<file path="config.mk">
export PLATFORM = sky130hd
export DESIGN_NAME = pfm_fault_monitor
export DESIGN_NICKNAME = d
export VERILOG_FILES = /design/src/pfm_pkg.sv /design/src/pfm_fault_monitor.sv
export SDC_FILE = /design/constraint.sdc
export NUM_CORES = 1
export LEC_CHECK = 0
export BUFFER_PORTS_ARGS = -buffer_cell sky130_fd_sc_hd__buf_4
export CAP_MARGIN = 20
export CORE_UTILIZATION = 55
export DETAILED_ROUTE_END_ITERATION = 6
export HOLD_SLACK_MARGIN = 0.1
export PLACE_DENSITY = 0.84
export SLEW_MARGIN = 25
export SYNTH_ARGS = -nofsm -noshare
export SYNTH_HDL_FRONTEND = slang
export SYNTH_SLANG_ARGS = --single-unit
</file>
<file path="constraint.sdc">
create_clock -name aclk -period 10.6 [get_ports aclk]
set_clock_uncertainty 0.1 [all_clocks]
set_input_delay 2.65 -clock aclk [delete_from_list [all_inputs] [get_ports aclk]]
set_output_delay 2.65 -clock aclk [all_outputs]
set_load 0.05 [all_outputs]
</file>
<file path="src/pfm_pkg.sv">
package pfm_pkg;

    // clock and persistence limits
    localparam int CLK_PERIOD_NS = 20;
    localparam int FLAG_DELAY_NS = 10000;
    localparam int SHUT_DELAY_NS = 20000;
    localparam logic [9:0] FLAG_CYC = 10'(FLAG_DELAY_NS / CLK_PERIOD_NS);
    localparam logic [9:0] SHUT_CYC = 10'(SHUT_DELAY_NS / CLK_PERIOD_NS);

    // register indices, byte address is four times the index
    localparam logic [5:0] IDX_STAT0    = 6'h08;
    localparam logic [5:0] IDX_STAT1    = 6'h09;
    localparam logic [5:0] IDX_STAT_OV  = 6'h0A;
    localparam logic [5:0] IDX_STAT_UV  = 6'h0B;
    localparam logic [5:0] IDX_CLR0     = 6'h10;
    localparam logic [5:0] IDX_GCLR     = 6'h14;
    localparam logic [5:0] IDX_IMASK_LO = 6'h16;
    localparam logic [5:0] IDX_IMASK_HI = 6'h17;
    localparam logic [5:0] IDX_PMASK_LO = 6'h18;
    localparam logic [5:0] IDX_PMASK_HI = 6'h19;
    localparam logic [5:0] IDX_LDO_CFG  = 6'h1A;
    localparam logic [5:0] IDX_BULK_CFG = 6'h1B;
    localparam logic [5:0] IDX_A_PGLO   = 6'h21;
    localparam logic [5:0] IDX_A_THR    = 6'h22;
    localparam logic [5:0] IDX_B_PGLO   = 6'h25;
    localparam logic [5:0] IDX_B_THR    = 6'h26;
    localparam logic [5:0] IDX_C_PGLO   = 6'h27;
    localparam logic [5:0] IDX_C_THR    = 6'h28;
    localparam logic [5:0] IDX_MODE     = 6'h2F;
    localparam logic [5:0] IDX_CMD      = 6'h32;
    localparam logic [5:0] IDX_STAT2    = 6'h33;

    // field positions
    localparam int BIT_GCLR   = 0;
    localparam int BIT_CMD_ON = 7;
    localparam int BIT_MODE   = 2;
    localparam int BIT_BULKOV = 7;
    localparam int BIT_LDO_H  = 2;
    localparam int BIT_LDO_L  = 0;
    localparam int BIT_PGLO   = 0;
    localparam int LSB_PGHI   = 6;
    localparam int LSB_OV     = 4;
    localparam int LSB_UV     = 2;

    // events: 0 bulk ov, 1-3 buck pg, 4-5 ldo pg, 6-8 buck ov,
    // 9-11 buck uv, 12 bulk uvlo, 13 secure uv summary
    localparam int NEV = 14;
    localparam logic [NEV-1:0][5:0] ST_IDX = '{
        6'h0B, 6'h33, 6'h0B, 6'h0B, 6'h0B, 6'h0A, 6'h0A,
        6'h0A, 6'h33, 6'h09, 6'h08, 6'h08, 6'h08, 6'h08};
    localparam logic [NEV-1:0][2:0] ST_BIT = '{
        3'h2, 3'h3, 3'h0, 3'h1, 3'h3, 3'h4, 3'h5,
        3'h7, 3'h2, 3'h5, 3'h2, 3'h3, 3'h5, 3'h0};

    localparam logic [7:0] CFG_RST     = 8'h00;
    localparam logic [1:0] RESP_OKAY   = 2'h0;
    localparam logic [1:0] RESP_SLVERR = 2'h2;

    typedef enum logic [1:0] {
        PFM_CFG,
        PFM_RAMP,
        PFM_REG,
        PFM_OFF
    } pfm_state_e;

endpackage

</file>
<file path="src/pfm_fault_monitor.sv">
// Summary of operation
// - bulk ov over 10 us sets its status bit and irq together
// - first bulk ov leaves power-good alone, regulation continues
// - own clear bit or global clear drops bulk ov status and irq
// - bulk ov still present keeps status bit and irq set
// - programmable: bulk ov over 20 us disables bucks, pg low, ldos on
// - enable after clear restarts bucks; pg released once all normal
// - secure: bulk ov over 20 us disables bucks, pg low, config mode
// - buck below low or above high pg threshold is pg fault
// - each ldo below its selected threshold is pg fault
// - pg fault over 10 us sets status, pulls pg and irq low
// - clearing pg status releases lines unless fault persists
// - mask bits stop irq or pg assertion for an event
// - buck ov checked against its two-bit threshold field
// - programmable: buck ov over 20 us disables bucks, sets status
// - secure: buck ov over 20 us likewise disables bucks, sets status
// - after shutdown, clear status first, then enable restarts
// - buck uv checked against its two-bit low threshold field
// - bulk input under lockout level handled as undervoltage
// - programmable: uv over 20 us disables bucks, sets uv status
// - secure: uv over 20 us disables bucks, sets uv and summary bit
// - masks gate the lines and the enable check, never status or shutdown
// - pg stays low after fault clears until status is cleared
module pfm_fault_monitor
    import pfm_pkg::*;
(
    input  wire logic        aclk,
    input  wire logic        aresetn,
    input  wire logic [11:0] awaddr,
    input  wire logic        awvalid,
    output logic             awready,
    input  wire logic [31:0] wdata,
    input  wire logic [3:0]  wstrb,
    input  wire logic        wvalid,
    output logic             wready,
    output logic [1:0]       bresp,
    output logic             bvalid,
    input  wire logic        bready,
    input  wire logic [11:0] araddr,
    input  wire logic        arvalid,
    output logic             arready,
    output logic [31:0]      rdata,
    output logic [1:0]       rresp,
    output logic             rvalid,
    input  wire logic        rready,
    input  wire logic        bulk_input_supply_ov,
    input  wire logic        bulk_input_supply_uvlo,
    input  wire logic [2:0]  buck_pg_under,
    input  wire logic [2:0]  buck_pg_over,
    input  wire logic [2:0]  buck_ov,
    input  wire logic [2:0]  buck_uv,
    input  wire logic        ldo_rail_high_low,
    input  wire logic        ldo_rail_low_low,
    output logic [2:0]       buck_pg_low_sel,
    output logic [5:0]       buck_pg_high_sel,
    output logic [5:0]       buck_ov_sel,
    output logic [5:0]       buck_uv_sel,
    output logic [1:0]       ldo_low_sel,
    output logic             bulk_ov_sel,
    output logic             switching_on,
    output logic             ldo_on,
    output logic             config_mode,
    output logic             regulator_off_command,
    input  wire logic        general_status_irq_n_in,
    output logic             general_status_irq_n_out,
    output logic             general_status_irq_n_oe_n,
    input  wire logic        power_ok_line_in,
    output logic             power_ok_line_out,
    output logic             power_ok_line_oe_n
);
    import pfm_pkg::*;

    function automatic logic is_stat(input logic [5:0] idx);
        is_stat = (idx == IDX_STAT0) || (idx == IDX_STAT1) ||
                  (idx == IDX_STAT_OV) || (idx == IDX_STAT_UV) ||
                  (idx == IDX_STAT2);
    endfunction

    logic [7:0]     cfg [0:63];
    logic [NEV-1:0] st;
    logic [NEV-1:0] done;
    logic [NEV-1:0] cond;
    logic [NEV-1:0] clr;
    logic [NEV-1:0] set;
    logic [15:0]    sync1;
    logic [15:0]    sync2;
    pfm_state_e     state;
    pfm_state_e     next_state;
    logic           drive_lvl;

    // ---------------- register bus ----------------
    logic       wr_go;
    logic       rd_go;
    logic       wr_hit;
    logic       rd_hit;
    logic       wr_en;
    logic [5:0] wi;
    logic [5:0] ri;
    logic [7:0] wbyte;
    logic [7:0] rd_stat;
    logic [7:0] rd_byte;
    logic       gclr;
    logic       cmd_on;

    // one write and one read in flight; aw and w taken together
    assign wr_go  = awvalid && wvalid && !awready && !bvalid;
    assign rd_go  = arvalid && !arready && !rvalid;
    assign wi     = awaddr[7:2];
    assign ri     = araddr[7:2];
    assign wr_hit = (awaddr[11:8] == 4'h0);
    assign rd_hit = (araddr[11:8] == 4'h0);
    assign wr_en  = wr_go && wr_hit && wstrb[0];
    assign wbyte  = wdata[7:0];
    assign gclr   = wr_en && (wi == IDX_GCLR) && wbyte[BIT_GCLR];
    assign cmd_on = wr_en && (wi == IDX_CMD) && wbyte[BIT_CMD_ON];

    always_comb begin
        rd_stat = 8'h00;
        for (int k = 0; k < NEV; k++) begin
            if (ri == ST_IDX[k] && st[k]) begin
                rd_stat[ST_BIT[k]] = 1'b1;
            end
        end
    end

    assign rd_byte = is_stat(ri) ? rd_stat : cfg[ri];

    always_ff @(posedge aclk) begin
        if (!aresetn) begin
            awready <= 1'b0;
            wready  <= 1'b0;
            bvalid  <= 1'b0;
            bresp   <= RESP_OKAY;
        end else begin
            awready <= wr_go;
            wready  <= wr_go;
            if (wr_go) begin
                bvalid <= 1'b1;
                bresp  <= wr_hit ? RESP_OKAY : RESP_SLVERR;
            end else if (bready) begin
                bvalid <= 1'b0;
            end
        end
    end

    always_ff @(posedge aclk) begin
        if (!aresetn) begin
            arready <= 1'b0;
            rvalid  <= 1'b0;
            rdata   <= 32'h0000_0000;
            rresp   <= RESP_OKAY;
        end else begin
            arready <= rd_go;
            if (rd_go) begin
                rvalid <= 1'b1;
                rdata  <= rd_hit ? {24'h00_0000, rd_byte} : 32'h0000_0000;
                rresp  <= rd_hit ? RESP_OKAY : RESP_SLVERR;
            end else if (rready) begin
                rvalid <= 1'b0;
            end
        end
    end

    // plain byte store; status and clear indices hold nothing here
    always_ff @(posedge aclk) begin
        if (!aresetn) begin
            for (int i = 0; i < 64; i++) begin
                cfg[i] <= CFG_RST;
            end
        end else if (wr_en && !is_stat(wi) && wi != IDX_CLR0 &&
                     wi != IDX_GCLR) begin
            // enable bit is a command, never stored
            cfg[wi] <= (wi == IDX_CMD) ? {1'b0, wbyte[6:0]} : wbyte;
        end
    end

    // threshold selects for the analog comparators
    assign buck_pg_low_sel  = {cfg[IDX_C_PGLO][BIT_PGLO],
                               cfg[IDX_B_PGLO][BIT_PGLO],
                               cfg[IDX_A_PGLO][BIT_PGLO]};
    assign buck_pg_high_sel = {cfg[IDX_C_THR][LSB_PGHI +: 2],
                               cfg[IDX_B_THR][LSB_PGHI +: 2],
                               cfg[IDX_A_THR][LSB_PGHI +: 2]};
    assign buck_ov_sel      = {cfg[IDX_C_THR][LSB_OV +: 2],
                               cfg[IDX_B_THR][LSB_OV +: 2],
                               cfg[IDX_A_THR][LSB_OV +: 2]};
    assign buck_uv_sel      = {cfg[IDX_C_THR][LSB_UV +: 2],
                               cfg[IDX_B_THR][LSB_UV +: 2],
                               cfg[IDX_A_THR][LSB_UV +: 2]};
    assign ldo_low_sel      = {cfg[IDX_LDO_CFG][BIT_LDO_H],
                               cfg[IDX_LDO_CFG][BIT_LDO_L]};
    assign bulk_ov_sel      = cfg[IDX_BULK_CFG][BIT_BULKOV];

    // ---------------- comparator inputs ----------------
    logic [15:0] raw;
    logic        bov;
    logic        buv;
    logic [2:0]  pgu;
    logic [2:0]  pgo;
    logic [2:0]  sov;
    logic [2:0]  suv;
    logic [1:0]  ldo;
    logic        rails_on;
    logic        in_reg;
    logic        prog;
    logic        all_ok;

    assign raw = {ldo_rail_low_low, ldo_rail_high_low, buck_uv, buck_ov,
                  buck_pg_over, buck_pg_under, bulk_input_supply_uvlo,
                  bulk_input_supply_ov};

    always_ff @(posedge aclk) begin
        if (!aresetn) begin
            sync1 <= 16'h0000;
            sync2 <= 16'h0000;
        end else begin
            sync1 <= raw;
            sync2 <= sync1;
        end
    end

    assign bov      = sync2[0];
    assign buv      = sync2[1];
    assign pgu      = sync2[4:2];
    assign pgo      = sync2[7:5];
    assign sov      = sync2[10:8];
    assign suv      = sync2[13:11];
    assign ldo      = sync2[15:14];
    assign rails_on = (state == PFM_RAMP) || (state == PFM_REG);
    assign in_reg   = (state == PFM_REG);
    assign prog     = cfg[IDX_MODE][BIT_MODE];
    assign all_ok   = !(|{pgu, pgo, sov, suv, ldo, bov, buv});

    // ---------------- persistence timers ----------------
    // buck checks only mean something while the bucks switch
    assign cond[0]     = bov;
    assign cond[3:1]   = in_reg ? (pgu | pgo) : 3'h0;
    assign cond[5:4]   = {ldo[1], ldo[0]};
    assign cond[8:6]   = rails_on ? sov : 3'h0;
    assign cond[11:9]  = rails_on ? suv : 3'h0;
    assign cond[12]    = buv;
    assign cond[13]    = bov && rails_on;

    genvar k;
    generate
        for (k = 0; k < NEV; k++) begin : g_tmr
            localparam logic [9:0] LIM = (k < 6) ? FLAG_CYC : SHUT_CYC;
            logic [9:0] cnt;
            assign done[k] = (cnt == LIM);
            always_ff @(posedge aclk) begin
                if (!aresetn) begin
                    cnt <= 10'h000;
                end else if (!cond[k]) begin
                    cnt <= 10'h000;
                end else if (!done[k]) begin
                    cnt <= cnt + 10'h001;
                end
            end
        end
    endgenerate

    // ---------------- sticky status ----------------
    logic sd;
    logic sd_cfg;

    assign sd     = rails_on && (done[13] || (|done[12:6]));
    assign sd_cfg = !prog && done[13];
    assign set[12:0] = done[12:0];
    assign set[13]   = !prog && (|done[12:9]);

    generate
        for (k = 0; k < NEV; k++) begin : g_clr
            if (k == 0) begin : g_own
                assign clr[k] = gclr ||
                    (wr_en && wi == IDX_CLR0 && wbyte[0]) ||
                    (wr_en && wi == ST_IDX[k] && wbyte[ST_BIT[k]]);
            end else begin : g_w1c
                assign clr[k] = gclr ||
                    (wr_en && wi == ST_IDX[k] && wbyte[ST_BIT[k]]);
            end
        end
    endgenerate

    // a persisting fault re-sets its bit in the clearing cycle
    always_ff @(posedge aclk) begin
        if (!aresetn) begin
            st <= '0;
        end else begin
            st <= (st & ~clr) | set;
        end
    end

    // ---------------- line drive ----------------
    logic [NEV-1:0] imask;
    logic [NEV-1:0] pmask;
    logic           irq_now;
    logic           pg_hold;
    logic           pg_low;

    assign imask   = {cfg[IDX_IMASK_HI][5:0], cfg[IDX_IMASK_LO]};
    assign pmask   = {cfg[IDX_PMASK_HI][5:0], cfg[IDX_PMASK_LO]};
    assign irq_now = |(st & ~imask);
    // bulk ov status alone never touches power-good
    assign pg_hold = |(st[13:1] & ~pmask[13:1]);
    assign pg_low  = !in_reg || pg_hold;

    always_ff @(posedge aclk) begin
        if (!aresetn) begin
            drive_lvl                 <= 1'b0;
            general_status_irq_n_oe_n <= 1'b1;
            power_ok_line_oe_n        <= 1'b0;
        end else begin
            drive_lvl                 <= 1'b0;
            general_status_irq_n_oe_n <= !irq_now;
            power_ok_line_oe_n        <= !pg_low;
        end
    end

    assign general_status_irq_n_out = drive_lvl;
    assign power_ok_line_out        = drive_lvl;

    // ---------------- regulator control ----------------
    // enable refused while irq pending, so a stale fault cannot restart
    always_comb begin
        next_state = state;
        case (state)
            PFM_CFG, PFM_OFF: begin
                if (cmd_on && !irq_now) begin
                    next_state = PFM_RAMP;
                end
            end
            PFM_RAMP: begin
                if (sd) begin
                    next_state = sd_cfg ? PFM_CFG : PFM_OFF;
                end else if (all_ok) begin
                    next_state = PFM_REG;
                end
            end
            PFM_REG: begin
                if (sd) begin
                    // secure bulk ov falls back to configuration
                    next_state = sd_cfg ? PFM_CFG : PFM_OFF;
                end
            end
            default: next_state = PFM_CFG;
        endcase
    end

    always_ff @(posedge aclk) begin
        if (!aresetn) begin
            state                 <= PFM_CFG;
            switching_on          <= 1'b0;
            config_mode           <= 1'b1;
            regulator_off_command <= 1'b0;
            ldo_on                <= 1'b0;
        end else begin
            state                 <= next_state;
            switching_on          <= (next_state == PFM_RAMP) ||
                                     (next_state == PFM_REG);
            config_mode           <= (next_state == PFM_CFG);
            regulator_off_command <= sd;
            ldo_on                <= 1'b1;
        end
    end

endmodule

</file>
[Word-level counts from Yosys, hierarchy flattened]
Memories as Yosys holds them, arrays and structs flattened.
Index checks and enable logic that the tools add are counted.
Operators by class
  add/subtract/negate cells: 14
  equality and inequality tests: 34
  mux-type cells: 40
  bitwise gates (word level): 8
  reductions and logical operators: 117
Operator list (number)
  $add 10x1->10 const B: 14
  $eq 10x10->1 const B: 8
  $eq 10x9->1 const B: 6
  $logic_and 1x1->1: 54
  $eq 6x4->1 const B: 8
  $mux 8: 4
  $and 14x14->14: 2
  $not 14->14: 2
  $reduce_and 2->1: 14
  $logic_or 1x1->1: 27
  $mux 1: 24
  $eq 6x6->1 const B: 3
  $reduce_or 16->1: 1
  $mux 2: 7
  $or 14x14->14: 1
  $reduce_or 14->1: 1
  $and 13x13->13: 1
  $not 13->13: 1
  $reduce_or 13->1: 1
  $eq 6x5->1 const B: 2
  $ne 6x5->1 const B: 2
  $logic_not 1->1: 9
  $mux 3: 3
  $logic_not 4->1: 2
  11 further kinds: 16
Storage, ports and cells
  register bits after elaboration: 234
  memory bits (writable): 512
  input port bits: 85
  output and inout bits: 73
  word-level logic and storage cells: 245
  memories: 1
Memories
  cfg: depth 64, bits a word 8, read ports 14, clocked after Yosys merged registers in 0, wr ports 64, RTL line pfm_fault_monitor.sv:79  | logic [7:0] cfg [0:63];

[Logic depth before layout (Yosys ltp)]
  depth in word-level cells: 14
  depth in mapped cells: 11

[Worst setup path after synthesis]
Ideal clock, no wire load.
  kind: input to register
  start point: input port awaddr[11]
  end point: memory cfg[38][0] (enable)
  setup time: 0.329 ns
  arrival: 4.752 ns
  data required time: 10.171 ns
  slack: 5.419 ns
  stages on the path: 8
  path buffers: 2
  path through: nor4_2 nand3_2 or4_1 buf_4 nor4b_4 buf_4 nand2_1 nand2_1
RTL lines
  start, declared: RTL line pfm_fault_monitor.sv:29  | input wire logic [11:0] awaddr,
  end, declared: RTL line pfm_fault_monitor.sv:79

==> flow_metrics.py <==
metrics = {
    "floorplanning": {
        "num_io_pins": 158,
        "die_y_um": 246,
        "dieArea_sq_um": 60700,
        "num_rows": 89,
        "coreArea_sq_um": 59000,
        "start_util_pct": 55.6,
        "dieWidth_um": 246,
    },
    "setup_path": {
        "slowest_stage": "or4_1",
        "path_class": "input port to register",
        "cp.arrival_ns": 5.76,
        "worst-path-max-fanout": 64,
        "cp-start-kind": "input port",
        "critPathBufInv": 2,
        "worst_path_dominant_cell_family": "simple AND/OR/NAND/NOR gates",
        "cpPeakStageDelay_ns": 0.86,
        "worstPathCellList": "buf_4 -> nor4_2 -> nand3_2 -> or4_1 -> nor4b_4 -> buf_4 -> nand2_1 -> nand2_1",
        "crit_path_end_kind": "register",
        "cp.required_ns": 10.77,
    },
    "yosys": {
        "synth_area_per_cell_sq_um": 12.2,
        "synth_area_leader_cell": "edfxtp_1",
        "syn_area_sq_um": 32800,
        "synth_flop_cell": "edfxtp_1",
        "ys_seq_area_share_pct": 59.5,
        "ys_ff_latch": 720,
        "async_flop_share_pct": 0,
        "ys_types": 71,
        "synthCells": 2693,
        "yosys_warnings": 0,
        "yosysTopAreaCellShare_pct": 46.8,
        "synth_enable_flop_cells": 512,
        "yosys-top-cells-area": "edfxtp_1 47%, dfxtp_1 13%, and3_1 8.4%",
    },
    "layout": {
        "final_cells": 3546,
        "nNetsFinal": 2831,
        "drive_above_1_share_pct": 13.9,
        "most-common-layout-cells": "512 x edfxtp_1, 438 x and3_1, 216 x nand2_1",
        "diodes": 0,
        "area_growth_pct": 10.3,
        "fin_area_sq_um": 36200,
        "final_util_pct": 61.4,
        "mostFrequentLayoutCell": "edfxtp_1",
    },
    "detailed_routing": {
        "drt_iter0_markers": 3131,
        "route.detailed.drc": 0,
        "num_vias": 22500,
        "highest_layer": "met5",
        "wl_met1_um": 29700,
        "wire_per_inst_um": 23.5,
        "drt_pass1_iterations": 7,
        "wl_met2_um": 39200,
        "met3WireLength_um": 11100,
        "drt_wl_total_um": 83400,
        "avgViaCountPerCell": 6.35,
        "postRouteAntennaNets": 0,
    },
    "global_route": {
        "grt.total_usage_pct": 27.4,
        "overflow": 0,
        "grt_max_degree": 93,
        "grt_pass1_wl_um": 126000,
        "antenna_found_initial": 4,
        "grt_pass1_vias": 22200,
    },
    "placed_design": {
        "dpl.cell_count": 3412,
        "place_congestion": 0.996,
        "hpwl_um": 51500,
        "place_area_sq_um": 33900,
        "io_buffer_count": 96,
    },
    "timing": {
        "worst_pin_slew_ns": 1.11,
        "hold_violations": 0,
        "final-setup-viol-count": 0,
        "rsz0062_at_grt": "false",
        "slew_viol_final": 0,
        "min_period_ns": 5.59,
        "fin_crit_sh_pct": 52.8,
        "slew_headroom_pct": 25.3,
        "max_freq_mhz": 179,
        "fin_setup_tns_ns": 0,
    },
    "power": {
        "p_per_area_nw_per_um2": 168,
        "ir_drop_v": 0.000156,
        "total_power_uw": 6080,
        "leakage_uw": 0.0143,
    },
    "clock_network": {
        "htree_num_levels": 3,
        "cts-root-buf": "clkbuf_16",
        "cts_setup_buffers": 0,
        "clock_sinks": 720,
        "clk_latency_ns": 0.63,
        "ctsResizeCount": 0,
        "tritoncts": "built",
        "postCtsHoldBufs": 0,
        "clk_pin_slew_ns": 0.06,
        "cts_buffer_depth": 3,
        "numCtsBuffers": 74,
    },
    "job": {
        "max_cap_violations": 0,
    },
    "status": {
        "status": "finished clean",
    },
    "min_path": {
        "hp-class": "register to register",
    },
}
[final timing paths]
check,from,end,slack [ns],depth (start not counted)
worst min-delay path,sync1[2],sync2[2],0.33,1
worst min register to register,sync1[2],sync2[2],0.33,1
worst max register to register,wready,cfg[32][3],6.92,7
worst max-delay path,awaddr[11],cfg[32][3],5.01,8
[sequential cells by signal, indices dropped and copies added, names as in the netlist]
name / cells
arready: 1
bresp: 1
bvalid: 1
cfg: 512
config_mode: 1
g_tmr.cnt: 140
general_status_irq_n_oe_n: 1
ldo_on: 1
power_ok_line_oe_n: 1
rdata: 8
regulator_off_command: 1
rresp: 1
rvalid: 1
st: 14
state: 2
switching_on: 1
sync1: 16
sync2: 16
wready: 1
[routing by layer]
metal  global-route usage [%]  vias to the layer above
met3                     7.84                      256
li1                         -                     9805
met5                        0                        -
met1                     35.1                    10900
met4                     11.3                        8
met2                     43.7                     1556
[layout make-up]
cell class | instances | area [sq um]
multi-input combinational | 1738 | 12200
fill | 4217 | 22800
inverter | 56 | 210
clock inverter | 35 | 280
timing repair buffer | 125 | 958
clock buffer | 99 | 2060
tap | 773 | 967
sequential | 720 | 19500
[cells in the mapped netlist (all sizes together) (6+ instances only)]
| master | instances |
|---|---|
| a22o | 6 |
| clkbuf | 161 |
| nor4bb | 11 |
| a31oi | 12 |
| nand4 | 11 |
| mux4 | 116 |
| nand3 | 100 |
| o22ai | 8 |
| xnor2 | 29 |
| nor2 | 203 |
| mux2 | 7 |
| edfxtp | 512 |
| dfxtp | 208 |
| nand3b | 8 |
| ha | 31 |
| buf | 102 |
| or3 | 23 |
| nor3 | 24 |
| xor2 | 55 |
| nor2b | 11 |
| o21ai | 49 |
| mux2i | 46 |
| nor4 | 19 |
| nor3b | 11 |
| a21oi | 70 |
| nand2 | 216 |
| a22oi | 25 |
| nand2b | 28 |
| and2 | 38 |
| and3 | 440 |
| or3b | 7 |
| inv | 55 |
[stage by stage]
| step | setup slack [ns] | hold WS, ns |
|---|---|---|
| 2_1_floorplan | 5.42 | 0.312 |
| 3_3_place_gp | 4.55 | 0.323 |
| 3_5_place_dp | 4.45 | 0.321 |
| 4_1_cts | 5.06 | 0.335 |
| 5_1_grt | 4.86 | 0.353 |
| 6_report | 5.01 | 0.326 |
[worst register-to-register path, delay by kind of cell (launching register included)]
| kind | cells | cell delay (ns) |
|---|---|---|
| AND/OR/NAND/NOR | 6 | 2.40 |
| buffers and inverters | 1 | 0.49 |
| flip-flops | 1 | 0.32 |
[where the power goes]
group	total, uW	switching, uW	internal [uW]
Sequential	3130	33.4	3100
Clock	2550	1080	1460
Combinational	404	279	125
[cell families after synthesis]
| family | after synthesis | synth area share (%) |
|---|---|---|
| buf+inv | 319 | 4.53 |
| simple gates | 1161 | 19.0 |
| mux | 169 | 9.60 |
| xor+xnor | 84 | 2.24 |
| compound gates | 208 | 3.96 |
| flops | 720 | 59.5 |
| fa+ha+maj | 31 | 1.18 |
| other cells | 1 | 0.0114 |
Note: power is estimated with default switching activity, not from simulation.
